File: config.mk
export PLATFORM = sky130hd
export DESIGN_NAME = acs_clock_ctrl
export DESIGN_NICKNAME = d
export VERILOG_FILES = /design/src/acs_pkg.sv /design/src/acs_clk_if.sv /design/src/acs_clock_ctrl.sv /design/src/acs_osc_div.sv /design/src/acs_mod_div.sv
export SDC_FILE = /design/constraint.sdc
export NUM_CORES = 1
export LEC_CHECK = 0
export ABC_AREA = 1
export BUFFER_PORTS_ARGS = -buffer_cell sky130_fd_sc_hd__buf_2
export CORE_UTILIZATION = 51
export DETAILED_ROUTE_END_ITERATION = 8
export PLACE_DENSITY = 0.91
export REMOVE_ABC_BUFFERS = 1
export SLEW_MARGIN = 20
export SYNTH_ARGS = -nofsm -noshare
export SYNTH_HDL_FRONTEND = slang
export SYNTH_SLANG_ARGS = --single-unit
File: constraint.sdc
create_clock -name sys_clk -period 1.74 [get_ports sys_clk]
set_input_delay 0.087 -clock sys_clk [delete_from_list [all_inputs] [get_ports sys_clk]]
set_output_delay 0.087 -clock sys_clk [all_outputs]
set_load 0.01 [all_outputs]
File: src/acs_pkg.sv
// Shared constants, types and helpers for the converter clock and front-end control
package acs_pkg;

   // ==========================================================
   // Timing
   localparam int SYS_CLK_KHZ    = 40000;
   localparam int OSC_KHZ        = 8192;
   localparam int REF_SETTLE_US  = 20;
   localparam int REF_SETTLE_CYC = (REF_SETTLE_US * SYS_CLK_KHZ + 999) / 1000;
   localparam int NUM_CH         = 2;
   localparam int ACC_W          = 17;

   // ==========================================================
   // Register offsets
   localparam logic [7:0] ADDR_CLOCK   = 8'h00;
   localparam logic [7:0] ADDR_CH_CFG0 = 8'h04;
   localparam logic [7:0] CH_CFG_STEP  = 8'h04;
   localparam logic [7:0] ADDR_GAIN    = 8'h10;
   localparam logic [7:0] ADDR_STATUS  = 8'h14;

   // ==========================================================
   // Field positions
   localparam int CLK_SEL_BIT   = 0;
   localparam int PWR_LSB       = 1;
   localparam int STANDBY_BIT   = 3;
   localparam int MUX_LSB       = 0;
   localparam int GAIN_STRIDE   = 4;
   localparam int ST_REF_BIT    = 0;
   localparam int ST_OSC_BIT    = 1;
   localparam int ST_SEEN_BIT   = 2;
   localparam int ST_UNSAFE_BIT = 3;

   // ==========================================================
   // Types and codes
   typedef logic [1:0] acs_mux_t;
   typedef logic [2:0] acs_gain_t;
   typedef logic [1:0] acs_pwr_t;

   localparam acs_mux_t MUX_PINS     = 2'h0;
   localparam acs_mux_t MUX_GND      = 2'h1;
   localparam acs_mux_t MUX_TEST_POS = 2'h2;
   localparam acs_mux_t MUX_TEST_NEG = 2'h3;
   localparam acs_pwr_t PWR_HR       = 2'h0;
   localparam acs_pwr_t PWR_LP       = 2'h1;
   localparam acs_pwr_t PWR_VLP      = 2'h2;

   // ==========================================================
   // Reset values
   localparam logic      CLK_SEL_RST = 1'b0;
   localparam acs_pwr_t  PWR_RST     = PWR_HR;
   localparam logic      STANDBY_RST = 1'b0;
   localparam acs_mux_t  MUX_RST     = MUX_PINS;
   localparam acs_gain_t GAIN_RST    = 3'h0;

   // Oscillator ticks per main clock tick, minus one
   function automatic logic [1:0] acs_div_limit(input acs_pwr_t p);
      unique case (p)
         PWR_HR:  return 2'h0;
         PWR_LP:  return 2'h1;
         default: return 2'h3;
      endcase
   endfunction

   function automatic logic [3:0] acs_route(input acs_mux_t m);
      return 4'h1 << m;
   endfunction

endpackage

File: src/acs_clk_if.sv
// Tick and control wires between the clock control core and its dividers
`timescale 1ns/1ps
`default_nettype none
interface acs_clk_if;
   logic               osc_en;
   acs_pkg::acs_pwr_t  power_mode_select;
   logic               run;
   logic               osc_mclk_tick;
   logic               mclk_pulse;
   logic               mod_tick;

   modport ctrl (output osc_en, power_mode_select, run, mclk_pulse,
                 input  osc_mclk_tick, mod_tick);
   modport osc  (input osc_en, power_mode_select, output osc_mclk_tick);
   modport modg (input mclk_pulse, run, output mod_tick);
endinterface
`default_nettype wire

File: src/acs_clock_ctrl.sv
// Main clock selection, modulator tick and channel front-end control
//
// Contract
// - Each channel has a two-bit source field routing pins, ground, +test or -test.
// - Each channel has its own three-bit gain code for gains 1 through 128.
// - One positive and one negative test level serve all channels via their sources.
// - One configuration bit picks external input or internal oscillator as main clock.
// - After reset the external input is the main clock source.
// - The internal oscillator stays off after reset until software selects it.
// - A two-bit power field picks one of three modes and also scales bias levels.
// - The oscillator path divides by 1, 2 or 4 for the three power modes.
// - The modulator tick falls on every second main clock tick counted from reset or standby.
// - With the external input held low, leaving it for the oscillator needs no standby.
// - Conversion is held off until the reference has settled after start-up.
`timescale 1ns/1ps
`default_nettype none
module acs_clock_ctrl #(
   parameter int NUM_CH  = acs_pkg::NUM_CH,
   parameter int REF_CYC = acs_pkg::REF_SETTLE_CYC
) (
   input  wire  logic                    sys_clk,
   input  wire  logic                    reset_n,
   input  wire  logic                    wb_cyc_i,
   input  wire  logic                    wb_stb_i,
   input  wire  logic                    wb_we_i,
   input  wire  logic [7:0]              wb_adr_i,
   input  wire  logic [3:0]              wb_sel_i,
   input  wire  logic [31:0]             wb_dat_i,
   output logic       [31:0]             wb_dat_o,
   output logic                          wb_ack_o,
   input  wire  logic                    external_clock_input,
   output logic                          osc_enable,
   output logic                          mclk_tick,
   output logic                          mod_tick,
   output logic                          conv_enable,
   output acs_pkg::acs_pwr_t             bias_level,
   output logic       [NUM_CH*4-1:0]     channel_route,
   output logic       [NUM_CH*3-1:0]     channel_gain_code,
   output logic                          test_pos_enable,
   output logic                          test_neg_enable
);
   import acs_pkg::*;

   localparam int REF_W = $clog2(REF_CYC + 1);

   // ==========================================================
   // Register state
   logic               clk_sel;
   logic               next_clk_sel;
   acs_pwr_t           power_mode_select;
   acs_pwr_t           next_pwr;
   logic               standby;
   logic               next_standby;
   acs_mux_t           ch_mux      [NUM_CH];
   acs_mux_t           next_ch_mux [NUM_CH];
   acs_gain_t          ch_gain     [NUM_CH];
   acs_gain_t          next_ch_gain[NUM_CH];
   logic               unsafe_sw;
   logic               next_unsafe_sw;
   logic               ack;
   logic               next_ack;
   logic [31:0]        rdata;
   logic [31:0]        next_rdata;
   logic [31:0]        rd;
   logic               req;
   logic               wr;

   // Clock state
   logic               ext_meta;
   logic               ext_sync;
   logic               ext_prev;
   logic               ext_seen;
   logic               next_ext_seen;
   logic               ext_edge;
   logic [REF_W-1:0]   ref_cnt;
   logic [REF_W-1:0]   next_ref_cnt;
   logic               ref_ready;
   logic               next_ref_ready;
   logic               next_mclk;
   logic               next_conv;
   logic               osc_q;
   acs_pwr_t           next_bias;
   logic [NUM_CH*4-1:0] next_route;
   logic [NUM_CH*3-1:0] next_gain;
   logic               next_tpos;
   logic               next_tneg;

   acs_clk_if clk ();

   acs_osc_div u_osc (
      .sys_clk (sys_clk),
      .reset_n (reset_n),
      .bus     (clk.osc)
   );

   acs_mod_div u_mod (
      .sys_clk (sys_clk),
      .reset_n (reset_n),
      .bus     (clk.modg)
   );

   // ==========================================================
   // Wishbone slave and registers
   always_comb begin
      req            = wb_cyc_i & wb_stb_i;
      wr             = req & wb_we_i & ack & wb_sel_i[0];
      next_ack       = req & ~ack;
      next_clk_sel   = clk_sel;
      next_pwr       = power_mode_select;
      next_standby   = standby;
      next_ch_mux    = ch_mux;
      next_ch_gain   = ch_gain;
      next_unsafe_sw = unsafe_sw;
      rd             = 32'h0;
      unique case (wb_adr_i)
         ADDR_CLOCK: begin
            rd[CLK_SEL_BIT]      = clk_sel;
            rd[PWR_LSB +: 2]     = power_mode_select;
            rd[STANDBY_BIT]      = standby;
         end
         ADDR_GAIN: begin
            for (int i = 0; i < NUM_CH; i++) begin
               rd[i*GAIN_STRIDE +: 3] = ch_gain[i];
            end
         end
         ADDR_STATUS: begin
            rd[ST_REF_BIT]    = ref_ready;
            rd[ST_OSC_BIT]    = osc_q;
            rd[ST_SEEN_BIT]   = ext_seen;
            rd[ST_UNSAFE_BIT] = unsafe_sw;
         end
         default: begin
            for (int i = 0; i < NUM_CH; i++) begin
               if (wb_adr_i == 8'(ADDR_CH_CFG0 + CH_CFG_STEP * i)) begin
                  rd[MUX_LSB +: 2] = ch_mux[i];
               end
            end
         end
      endcase
      next_rdata = (req & ~ack) ? rd : rdata;
      if (wr && wb_adr_i == ADDR_CLOCK) begin
         next_clk_sel = wb_dat_i[CLK_SEL_BIT];
         next_pwr     = wb_dat_i[PWR_LSB +: 2];
         next_standby = wb_dat_i[STANDBY_BIT];
      end
      for (int i = 0; i < NUM_CH; i++) begin
         if (wr && wb_adr_i == 8'(ADDR_CH_CFG0 + CH_CFG_STEP * i)) begin
            next_ch_mux[i] = wb_dat_i[MUX_LSB +: 2];
         end
         if (wr && wb_adr_i == ADDR_GAIN) begin
            next_ch_gain[i] = wb_dat_i[i*GAIN_STRIDE +: 3];
         end
      end
      if (wr && wb_adr_i == ADDR_STATUS && wb_dat_i[ST_UNSAFE_BIT]) begin
         next_unsafe_sw = 1'b0;
      end
      // flag any select or power change outside standby once the input has been seen high
      if (wr && wb_adr_i == ADDR_CLOCK && !standby && ext_seen
          && (wb_dat_i[CLK_SEL_BIT] != clk_sel
              || wb_dat_i[PWR_LSB +: 2] != power_mode_select)) begin
         next_unsafe_sw = 1'b1;
      end
   end

   always_ff @(posedge sys_clk) begin
      if (!reset_n) begin
         clk_sel   <= CLK_SEL_RST;
         power_mode_select       <= PWR_RST;
         standby   <= STANDBY_RST;
         unsafe_sw <= 1'b0;
         ack       <= 1'b0;
         rdata     <= 32'h0;
         for (int i = 0; i < NUM_CH; i++) begin
            ch_mux[i]  <= MUX_RST;
            ch_gain[i] <= GAIN_RST;
         end
      end else begin
         clk_sel   <= next_clk_sel;
         power_mode_select       <= next_pwr;
         standby   <= next_standby;
         unsafe_sw <= next_unsafe_sw;
         ack       <= next_ack;
         rdata     <= next_rdata;
         ch_mux    <= next_ch_mux;
         ch_gain   <= next_ch_gain;
      end
   end

   assign wb_ack_o = ack;
   assign wb_dat_o = rdata;

   // ==========================================================
   // Clock selection and front-end outputs
   assign clk.osc_en = clk_sel;
   assign clk.power_mode_select    = power_mode_select;
   assign clk.run    = ~standby;
   assign ext_edge   = ext_sync & ~ext_prev;
   assign clk.mclk_pulse = ~standby & (clk_sel ? clk.osc_mclk_tick : ext_edge);
   assign mod_tick   = clk.mod_tick;

   always_comb begin
      next_ext_seen  = ext_seen | ext_sync;
      next_mclk      = clk.mclk_pulse;
      next_ref_cnt   = (ref_cnt == REF_W'(REF_CYC)) ? ref_cnt : ref_cnt + 1'b1;
      next_ref_ready = (ref_cnt == REF_W'(REF_CYC));
      next_conv      = ref_ready & ~standby;
      // bias follows mode, spare code as minimum power
      next_bias      = (power_mode_select == 2'h3) ? PWR_VLP : power_mode_select;
      next_tpos      = 1'b0;
      next_tneg      = 1'b0;
      for (int i = 0; i < NUM_CH; i++) begin
         next_route[i*4 +: 4] = acs_route(ch_mux[i]);
         next_gain[i*3 +: 3]  = ch_gain[i];
         next_tpos = next_tpos | (ch_mux[i] == MUX_TEST_POS);
         next_tneg = next_tneg | (ch_mux[i] == MUX_TEST_NEG);
      end
   end

   // Stalled input is a limitation: no watchdog, software must keep it live
   always_ff @(posedge sys_clk) begin
      if (!reset_n) begin
         ext_meta          <= 1'b0;
         ext_sync          <= 1'b0;
         ext_prev          <= 1'b0;
         ext_seen          <= 1'b0;
         ref_cnt           <= '0;
         ref_ready         <= 1'b0;
         mclk_tick         <= 1'b0;
         conv_enable       <= 1'b0;
         osc_q             <= 1'b0;
         bias_level        <= PWR_RST;
         channel_route     <= '0;
         channel_gain_code <= '0;
         test_pos_enable   <= 1'b0;
         test_neg_enable   <= 1'b0;
      end else begin
         ext_meta          <= external_clock_input;
         ext_sync          <= ext_meta;
         ext_prev          <= ext_sync;
         ext_seen          <= next_ext_seen;
         ref_cnt           <= next_ref_cnt;
         ref_ready         <= next_ref_ready;
         mclk_tick         <= next_mclk;
         conv_enable       <= next_conv;
         osc_q             <= clk_sel;
         bias_level        <= next_bias;
         channel_route     <= next_route;
         channel_gain_code <= next_gain;
         test_pos_enable   <= next_tpos;
         test_neg_enable   <= next_tneg;
      end
   end

   assign osc_enable = osc_q;

   // ==========================================================
   // Checks
   logic [3:0] route0_exp;
   acs_gain_t  gain0_exp;
   assign route0_exp = acs_route(ch_mux[0]);
   assign gain0_exp  = ch_gain[0];

   property p_ext_default;
      @(posedge sys_clk) $rose(reset_n) |-> !clk_sel ##1 !osc_enable;
   endproperty
   a_ext_default: assert property (p_ext_default)
      else $error("external source not default after reset");

   property p_osc_off;
      @(posedge sys_clk) disable iff (!reset_n)
      !clk_sel && !$past(clk_sel) |-> !osc_enable;
   endproperty
   a_osc_off: assert property (p_osc_off)
      else $error("oscillator on while not selected");

   property p_ext_pass;
      @(posedge sys_clk) disable iff (!reset_n)
      !clk_sel && !standby && ext_edge |=> mclk_tick;
   endproperty
   a_ext_pass: assert property (p_ext_pass)
      else $error("external edge not passed as main tick");

   property p_src_osc;
      @(posedge sys_clk) disable iff (!reset_n)
      mclk_tick && $past(clk_sel) |-> $past(clk.osc_mclk_tick);
   endproperty
   a_src_osc: assert property (p_src_osc)
      else $error("main tick not from oscillator when selected");

   property p_standby_quiet;
      @(posedge sys_clk) disable iff (!reset_n)
      $past(standby) |-> !mclk_tick && !conv_enable;
   endproperty
   a_standby_quiet: assert property (p_standby_quiet)
      else $error("main tick in standby");

   property p_ref_gate;
      @(posedge sys_clk) disable iff (!reset_n)
      conv_enable |-> ref_ready && ref_cnt == REF_W'(REF_CYC);
   endproperty
   a_ref_gate: assert property (p_ref_gate)
      else $error("conversion before reference settled");

   property p_route;
      @(posedge sys_clk) disable iff (!reset_n)
      reset_n |=> channel_route[3:0] == $past(route0_exp);
   endproperty
   a_route: assert property (p_route)
      else $error("channel source route mismatch");

   property p_gain;
      @(posedge sys_clk) disable iff (!reset_n)
      ##1 channel_gain_code[2:0] == $past(gain0_exp);
   endproperty
   a_gain: assert property (p_gain)
      else $error("channel gain code mismatch");

   property p_test_shared;
      @(posedge sys_clk) disable iff (!reset_n)
      test_pos_enable |-> channel_route[MUX_TEST_POS]
                          || channel_route[4 + MUX_TEST_POS];
   endproperty
   a_test_shared: assert property (p_test_shared)
      else $error("positive test level on without a channel");

   property p_bias;
      @(posedge sys_clk) disable iff (!reset_n)
      power_mode_select != 2'h3 |=> bias_level == $past(power_mode_select);
   endproperty
   a_bias: assert property (p_bias)
      else $error("bias level does not follow power mode");

   property p_safe_low;
      @(posedge sys_clk) disable iff (!reset_n)
      !ext_seen |=> !unsafe_sw;
   endproperty
   a_safe_low: assert property (p_safe_low)
      else $error("switch flagged with input held low");

   c_to_osc:  cover property (@(posedge sys_clk) $rose(clk_sel) ##[1:20] mclk_tick);
   c_lp_mod:  cover property (@(posedge sys_clk) power_mode_select == PWR_LP && mod_tick);
   c_testpos: cover property (@(posedge sys_clk) $rose(test_pos_enable));
   c_conv:    cover property (@(posedge sys_clk) $rose(conv_enable));

endmodule
`default_nettype wire

File: src/acs_osc_div.sv
// Internal oscillator tick source with power-mode divider
`timescale 1ns/1ps
`default_nettype none
module acs_osc_div (
   input  wire logic sys_clk,
   input  wire logic reset_n,
   acs_clk_if.osc    bus
);
   import acs_pkg::*;

   logic [ACC_W-1:0] acc;
   logic [ACC_W-1:0] next_acc;
   logic [1:0]       div;
   logic [1:0]       next_div;
   logic             tick;
   logic             next_tick;
   logic [ACC_W-1:0] sum;
   logic             osc_edge;

   // ==========================================================
   // Fractional accumulator keeps the average oscillator rate exact
   always_comb begin
      next_acc  = acc;
      next_div  = div;
      next_tick = 1'b0;
      osc_edge  = 1'b0;
      sum       = acc + ACC_W'(OSC_KHZ);
      if (!bus.osc_en) begin
         next_acc = '0;
         next_div = 2'h0;
      end else begin
         if (sum >= ACC_W'(SYS_CLK_KHZ)) begin
            next_acc = sum - ACC_W'(SYS_CLK_KHZ);
            osc_edge = 1'b1;
         end else begin
            next_acc = sum;
         end
         if (osc_edge) begin
            if (div >= acs_div_limit(bus.power_mode_select)) begin
               next_div  = 2'h0;
               next_tick = 1'b1;
            end else begin
               next_div = div + 2'h1;
            end
         end
      end
   end

   always_ff @(posedge sys_clk) begin
      if (!reset_n) begin
         acc  <= '0;
         div  <= 2'h0;
         tick <= 1'b0;
      end else begin
         acc  <= next_acc;
         div  <= next_div;
         tick <= next_tick;
      end
   end

   assign bus.osc_mclk_tick = tick;

   // ==========================================================
   // Checks
   property p_hr_gap;
      @(posedge sys_clk) disable iff (!reset_n)
      tick |=> !tick [*3];
   endproperty
   a_hr_gap: assert property (p_hr_gap)
      else $error("oscillator ticks closer than 8.192 MHz");

   property p_lp_gap;
      @(posedge sys_clk) disable iff (!reset_n)
      tick && bus.power_mode_select == PWR_LP && $stable(bus.power_mode_select) |=> !tick [*8];
   endproperty
   a_lp_gap: assert property (p_lp_gap)
      else $error("reduced power tick too fast");

endmodule
`default_nettype wire

File: src/acs_mod_div.sv
// Modulator tick at half the main clock tick rate
`timescale 1ns/1ps
`default_nettype none
module acs_mod_div (
   input  wire logic sys_clk,
   input  wire logic reset_n,
   acs_clk_if.modg   bus
);
   import acs_pkg::*;

   logic phase;
   logic next_phase;
   logic tick;
   logic next_tick;
   logic pulses;

   // ==========================================================
   // Phase restarts in standby so resume is deterministic
   always_comb begin
      next_phase = phase;
      next_tick  = 1'b0;
      if (!bus.run) begin
         next_phase = 1'b0;
      end else if (bus.mclk_pulse) begin
         next_phase = ~phase;
         next_tick  = phase;
      end
   end

   always_ff @(posedge sys_clk) begin
      if (!reset_n) begin
         phase <= 1'b0;
         tick  <= 1'b0;
      end else begin
         phase <= next_phase;
         tick  <= next_tick;
      end
   end

   assign bus.mod_tick = tick;

   // ==========================================================
   // Checks
   always_ff @(posedge sys_clk) begin
      if (!reset_n || !bus.run || tick) begin
         pulses <= 1'b0;
      end else if (bus.mclk_pulse) begin
         pulses <= 1'b1;
      end
   end

   property p_half_rate;
      @(posedge sys_clk) disable iff (!reset_n)
      bus.run && bus.mclk_pulse && pulses |=> tick;
   endproperty
   a_half_rate: assert property (p_half_rate)
      else $error("modulator tick missing after two main ticks");

endmodule
`default_nettype wire

==> results.cfg, run 1 <==
[yosys]
post-synth-top-area-fraction_pct = 44.9
number_of_synthesized_flops_with_an_enable_pin = 0
synthesis.area_sq_um = 3340
syn_inst = 442
yosys_most_used_dff = sky130_fd_sc_hd__dfxtp_1
synth_area_leaders = sky130_fd_sc_hd__dfxtp_1 45%, sky130_fd_sc_hd__nand2_1 9.0%, sky130_fd_sc_hd__inv_1 6.4%, sky130_fd_sc_hd__nor2_1 5.8%, sky130_fd_sc_hd__buf_4 5.6%
synthArstFlopShare_pct = 0
per_instance_average_area_after_synthesis_sq_um = 7.56
synth_sequential_area_ratio_pct = 44.9
synthDominantAreaCellType = sky130_fd_sc_hd__dfxtp_1
yosysUniqueCellTypes = 33
yosys_warnings = 0
ys_seq_elements = 75

[timing]
setup_violations = 0
finalClockSkew_ns = 0.0127
final_min_period_over_clock_period_pct = 93.6
rsz0062_at_grt = false
max_freq_mhz = 614
report.final.hold_viol_count = 0
timing.setup.tns_ns = 0
report.final.slew_viol_count = 0
finalCriticalPeriod_ns = 1.63

[setup_path]
critical_path_fanout_max = 14
critPathMostFrequentCell = sky130_fd_sc_hd__nand2_1
cp_data_arrival_time_ns = 1.88
reg2reg_depth = 10
cp_slowest_cell = sky130_fd_sc_hd__dfxtp_2
endpoint_kind = flop
timing.critical_path.from_type = flop
timing_worst_setup_path_type = flop to flop
critPathRequiredTime_ns = 1.99
critical_path.cell_chain = ha_1 > inv_1 > nand2_1 > nor2b_1 > nand3_1 > nand2_1 > inv_2 > nand2_8 > o21ai_0 > nor2_1
slowest_delay_ns = 0.36

[clocking]
cts.clk_slew.worst_paths_ns = 0.08
cts_made_buffers = 9
tritoncts_clock_tree = yes
clock_insertion_delay_worst_skew_ns = 0.36
clock_tree.root_cell = sky130_fd_sc_hd__clkbuf_8
cts-root-to-sink-buffers = 2
cts_num_sinks = 75
h-tree-depth = 3

[pwr]
powerDensity_nw_per_um2 = 823
report.power.total_mw = 3.17
total_leakage_power_nw = 1.82
ir_worst_vdd_uv = 538

[global_routing]
grt_first_pass_wirelength_mm = 12.0
grt_max_degree = 31
antenna_found_initial = 0
globalRouteTotalUtil_pct = 21.3
globalRouteOverflowTotal = 0
grt_pass1_vias = 2825

[finish]
synthToLayoutAreaGrowth_pct = 15.1
final_nets = 565
filler_cell_count = 547
share_of_post_route_cells_with_drive_strength_above_1_pct = 16.4
inserted_diodes = 0

[flow_run]
max-cap-violations = 0

[detailed_routing]
drc = 0
drtAntennaViolNets = 0
postRouteWirelength_mm = 7.06
drt-pass1-iter-count = 5
routed-via-count = 2979
viasPerCell = 5.06
detail_route.iter0.violations = 120
avgRoutedWirePerCell_um = 12.0

[outcome]
run_status = completed

[floorplanning]
die-area_sq_um = 6880
rows = 29
die_y_um = 83.0
fp.coreArea_sq_um = 6350
die_width_um = 83.0
floorplan.initialDensity_pct = 52.6
boundaryPins = 105

[placed_design]
gp_congestion = 0.891
port_buffers = 51
dp_hpwl_mm = 5.09

[min_path]
worstHoldPathType = primary input to flop
timing.hold.worst_path_depth = 3
[per-layer routing]
layer  vias up  wire length, um  global-route usage (%)
met5         -                0                       0
met3        19              432                    3.98
li1       1491                -                       -
met4         0              196                    12.5
met2       132             3560                    38.0
met1      1337             2870                    23.6
[cell usage in the layout, fill, tap and decap left out, types with 3 or more instances in the layout]
cell type / instances
sky130_fd_sc_hd__a21oi_1: 32
sky130_fd_sc_hd__buf_2: 51
sky130_fd_sc_hd__buf_4: 7
sky130_fd_sc_hd__clkbuf_8: 9
sky130_fd_sc_hd__conb_1: 25
sky130_fd_sc_hd__dfxtp_1: 74
sky130_fd_sc_hd__dlygate4sd3_1: 4
sky130_fd_sc_hd__ha_1: 8
sky130_fd_sc_hd__inv_1: 57
sky130_fd_sc_hd__inv_6: 3
sky130_fd_sc_hd__nand2_1: 80
sky130_fd_sc_hd__nand3_1: 35
sky130_fd_sc_hd__nand4_1: 4
sky130_fd_sc_hd__nor2_1: 52
sky130_fd_sc_hd__nor3_1: 6
sky130_fd_sc_hd__nor4_1: 5
sky130_fd_sc_hd__o211ai_1: 3
sky130_fd_sc_hd__o21ai_0: 21
sky130_fd_sc_hd__xnor2_1: 6
sky130_fd_sc_hd__xor2_1: 6
[critical path: cells and delay by family, from the launching register on]
kind                     cells  cell delay [ns]
adder cells (fa/ha/maj)      1             0.34
flip-flops                   1             0.36
AND/OR/NAND/NOR              6             0.38
AO/OA/AOI/OAI                1             0.19
buffers and inverters        2             0.25
[state kept, by name (all words and copies together), names as in the netlist, 2 cells and up]
name,cells
u_osc.acc,11
ref_cnt,10
channel_route,8
wb_dat_o,7
channel_gain_code,6
ch_mux,4
ch_gain,3
gain0_exp,3
bias_level,2
clk.power_mode_select,2
u_osc.div,2
[report_power, final]
group	leakage [nW]	switching [mW]	total, mW	internal (mW)
combinational	1.13	0.111	0.169	0.0583
clock	0.0886	0.711	1.25	0.539
sequential	0.607	0.0133	1.75	1.73
total	1.82	0.835	3.17	2.33
[path summary, 6_finish.rpt]
check                           slack [ns]                        end                      from
worst max-delay path                  0.11  u_osc.acc[6]$_SDFFE_PN0P_  u_osc.acc[13]$_SDFF_PN0_
worst min-delay path                 0.008        ext_meta$_SDFF_PN0_                   reset_n
worst max register to register        0.11  u_osc.acc[6]$_SDFFE_PN0P_  u_osc.acc[13]$_SDFF_PN0_
worst min register to register        0.44        ext_sync$_SDFF_PN0_       ext_meta$_SDFF_PN0_
[timing repair]
item                       4_1_cts  5_1_grt
setup endpoints to repair        0       13
hold buffers                     4        0
hold endpoints to repair         4        0
buffers inserted                 0        1
resized for setup                0        2
[synthesized netlist by cell type, drive strengths merged, types with 4 or more instances]
master	n
nor3	7
inv	58
a21oi	33
xnor2	6
o21ai	21
nand4	4
xor2	7
nor2	54
nand3	35
nor4	5
nand2	82
clkbuf	6
dfxtp	75
buf	26
ha	8
[cell families after synthesis]
group                    after synthesis  share of synthesized area (%)
adder cells (fa/ha/maj)                8                           3.00
AO/OA/AOI/OAI                         64                           10.4
XOR/XNOR                              13                           3.63
AND/OR/NAND/NOR                      189                           24.6
buffers and inverters                 92                           13.4
other                                  1                          0.112
flip-flops                            75                           44.9
[through the flow]
step / hold WS [ns] / utilization (%) / instance area [sq um] / cells / setup slack (ns)
floorplan: 0.180 / - / 3210 / 434 / 0.263
global placement: 0.284 / 56.8 / 3610 / 568 / 0.147
detailed placement: 0.284 / 56.8 / 3610 / 568 / 0.0691
CTS: 0.0000964 / 60.3 / 3830 / 588 / 0.0567
global route: 0.0322 / 60.6 / 3850 / 589 / 0.0237
finish: 0.00756 / 60.6 / 3850 / 589 / 0.111
[area by class of cell]
class                   instances  area (sq um)  area share, %
clock buffers                   9           124           3.22
flip-flops and latches         75          1500           39.1
repair buffers                 62           348           9.04
inverters                      60           225           5.86
multi-input cells             299          1490           38.8
clock inverters                 7          57.6           1.50
well taps                      77          96.3           2.50
No activity file was read; power rests on OpenSTA's default activity.
==> run 2: changes to the inputs <==
--- a/config.mk
+++ b/config.mk
@@ -5,7 +5,6 @@
 export SDC_FILE = /design/constraint.sdc
 export NUM_CORES = 1
 export LEC_CHECK = 0
-export ABC_AREA = 1
 export BUFFER_PORTS_ARGS = -buffer_cell sky130_fd_sc_hd__buf_2
 export CORE_UTILIZATION = 51
 export DETAILED_ROUTE_END_ITERATION = 8
==> results.cfg, run 2 <==
[outcome]
run_status = complete, but fails checks
failed_checks = negative setup slack

[timing]
timing.setup.tns_ns = -1.23
whs_ns = 0.0155
finalCriticalPeriod_ns = 1.91
report.final.slew_viol_count = 0
finalClockSkew_ns = 0.00738
final_min_period_over_clock_period_pct = 110
max_freq_mhz = 524
rsz0062_at_grt = true
report.final.hold_viol_count = 0
setup_violations = 11
setup_ws_ns = -0.169

[finish]
regMostFlops = u_osc.acc
synthToLayoutAreaGrowth_pct = 24.2
share_of_post_route_cells_with_drive_strength_above_1_pct = 27.6
inserted_diodes = 0
biggest_registers_after_layout = u_osc.acc (11), ref_cnt (10), channel_route (8)
mostFrequentLayoutCells = 73 x sky130_fd_sc_hd__dfxtp_1, 51 x sky130_fd_sc_hd__buf_2, 30 x sky130_fd_sc_hd__nand2_1, 30 x sky130_fd_sc_hd__buf_4, 25 x sky130_fd_sc_hd__conb_1
final_nets = 504
max_ffs_per_register = 11
multi_input_area_sq_um = 1750
mostFrequentLayoutCell = sky130_fd_sc_hd__dfxtp_1
layout.area.seq_sq_um = 1500
filler_cell_count = 453

[clocking]
cts_made_buffers = 9
cts.clk_slew.worst_paths_ns = 0.07
tritoncts_clock_tree = yes
h-tree-depth = 3
cts_num_sinks = 75
cts-root-to-sink-buffers = 2
clock_insertion_delay_worst_skew_ns = 0.35
clock_tree.root_cell = sky130_fd_sc_hd__clkbuf_8

[setup_path]
worstSetupStartpoint = u_osc.acc[13]$_SDFF_PN0_
reg2reg_depth = 6
endpoint_kind = flop
crit-reg2reg-launch = u_osc.acc[13]$_SDFF_PN0_
cp_data_arrival_time_ns = 2.18
critPathRequiredTime_ns = 2.01
timing_worst_setup_path_type = flop to flop
timing.critical_path.from_type = flop
worst-r2r-setup-slack_ns = -0.17
worstReg2RegEnd = u_osc.acc[14]$_SDFF_PN0_
critical_path_fanout_max = 7

[yosys]
post-synth-top-area-fraction_pct = 45.4
yosys_most_used_dff = sky130_fd_sc_hd__dfxtp_1
muxShareOfSynthArea_pct = 3.67
synthArstFlopShare_pct = 0
synth-compound-area-share_pct = 10.7
synthAdderAreaFrac_pct = 3.03
yosys.area_share.xor_xnor_pct = 4.50
synthDominantAreaCellType = sky130_fd_sc_hd__dfxtp_1
yosysUniqueCellTypes = 49
ys_seq_elements = 75
number_of_synthesized_flops_with_an_enable_pin = 0
post_synth_most_frequent_cells = 75 x sky130_fd_sc_hd__dfxtp_1, 30 x sky130_fd_sc_hd__nand2_1, 25 x sky130_fd_sc_hd__buf_4
syn_inst = 362
per_instance_average_area_after_synthesis_sq_um = 9.14
yosys_warnings = 0
synth_sequential_area_ratio_pct = 45.4
yosysMostFrequentCell = sky130_fd_sc_hd__dfxtp_1
synth_simple_gate_area_share_pct = 23.9
synth_top_family_by_area = simple AND/OR/NAND/NOR gates
synthesis.area_sq_um = 3310
synth_area_leaders = sky130_fd_sc_hd__dfxtp_1 45%, sky130_fd_sc_hd__buf_4 5.7%, sky130_fd_sc_hd__and2_1 3.6%, sky130_fd_sc_hd__nand2_1 3.4%, sky130_fd_sc_hd__mux2i_1 3.3%

[floorplanning]
die-area_sq_um = 6810
rows = 28
die_width_um = 82.5
floorplan.initialDensity_pct = 54.2
boundaryPins = 105
die_y_um = 82.5
fp.coreArea_sq_um = 6100

[global_routing]
grt_pass1_vias = 2719
grt_max_degree = 27
grt_first_pass_wirelength_mm = 12.0
antenna_found_initial = 0
globalRouteOverflowTotal = 0
globalRouteTotalUtil_pct = 23.3

[detailed_routing]
routed-via-count = 2827
viasPerCell = 5.38
detail_route.iter0.violations = 137
postRouteWirelength_mm = 7.29
drt-pass1-iter-count = 4
drtAntennaViolNets = 0
avgRoutedWirePerCell_um = 13.9
drc = 0

[pwr]
powerDensity_nw_per_um2 = 771
total_leakage_power_nw = 1.82
ir_worst_vdd_uv = 716

[placed_design]
dp_hpwl_mm = 4.96
gp_congestion = 0.808
port_buffers = 51
place_worst_setup_slack_ns = -0.277

[min_path]
holdCritStartpoint = wb_dat_i[3]
worstHoldPathType = primary input to flop
worstHoldEndpoint = standby$_SDFFE_PN0N_
timing.hold.worst_path_depth = 3

[flow_run]
max-cap-violations = 0
run 2: changes by cell type after synthesis, sizes merged, moves of 8 or more:
cell,change
nand2,-52
inv,-47
nor2,-39
a21oi,-20
nand3,-20
and2,+19
mux2i,+11
and3,+8
nor2b,+8
run 2: kinds of logic (layout without fill, tap and decap cells):
logic type | after synthesis | in the layout
other | 1 | 25
adders and majority gates | 8 | 8
and+or+nand+nor | 145 | 145
AOI/OAI and AO/OA | 55 | 56
buffers and inverters | 49 | 112
xor gates and xnor gates | 17 | 17
DFF | 75 | 75
muxes | 12 | 12
run 2: final cells by class:
| cell class | instances | area share (%) |
|---|---|---|
| flip-flops and latches | 75 | 36.6 |
| well taps | 75 | 2.29 |
| multi-input cells | 263 | 42.7 |
| clock buffers | 10 | 3.11 |
| repair buffers | 86 | 12.9 |
| inverters | 11 | 1.01 |
| clock inverters | 5 | 1.34 |
run 2: per-stage QoR:
| step | instance area, sq um | cells | util, % | power [mW] |
|---|---|---|---|---|
| 6_report | 4110 | 525 | 67.4 | 3.16 |
| 5_1_grt | 4110 | 525 | 67.4 | 3.29 |
| 4_1_cts | 4010 | 524 | 65.8 | 3.19 |
| 3_5_place_dp | 3700 | 500 | 60.6 | 1.93 |
| 3_3_place_gp | 3700 | 500 | 60.6 | 1.93 |
| 2_1_floorplan | 3150 | 348 | - | 1.86 |
run 2: timing repair:
item                                   CTS  global route
buffers inserted                         4             1
setup endpoints to repair               12            20
gates cloned                             1             0
hold buffers                             4             0
endpoints found under the hold margin    4             0
pin swaps                                8             4
resized for setup                       12            18
run 2: worst max-delay path, cell delays in order, from the launching register on:
cell	delay (ns)
sky130_fd_sc_hd__dfxtp_2	0.36
sky130_fd_sc_hd__ha_4	0.14
sky130_fd_sc_hd__or4b_4	0.47
sky130_fd_sc_hd__o22ai_4	0.24
sky130_fd_sc_hd__a2bb2oi_4	0.13
sky130_fd_sc_hd__or3_4	0.38
sky130_fd_sc_hd__a21oi_2	0.11
run 2: worst max path at each step:
| stage | depth (start not counted) | slack (ns) | to |
|---|---|---|---|
| 2_1_floorplan | 6 | -0.33 | u_osc.acc[10]$_SDFFE_PN0P_ |
| 3_3_place_gp | 6 | -0.17 | u_osc.acc[9]$_SDFFE_PN0P_ |
| 3_5_place_dp | 6 | -0.28 | u_osc.acc[14]$_SDFF_PN0_ |
| 4_1_cts | 6 | -0.14 | u_osc.acc[14]$_SDFF_PN0_ |
| 5_1_grt | 7 | -0.24 | u_osc.acc[13]$_SDFF_PN0_ |
| 6_report | 6 | -0.17 | u_osc.acc[14]$_SDFF_PN0_ |
run 2: where the power goes:
group	internal, mW	switching (mW)
combinational	0.0616	0.0984
clock	0.649	0.611
sequential	1.73	0.0138
run 2: per-layer routing:
metal,GRT usage (%),wire [um],vias up
li1,-,-,1368
met1,27.9,3190,1351
met2,39.2,3590,92
met3,6.48,356,16
met4,9.83,152,0
met5,0,0,-
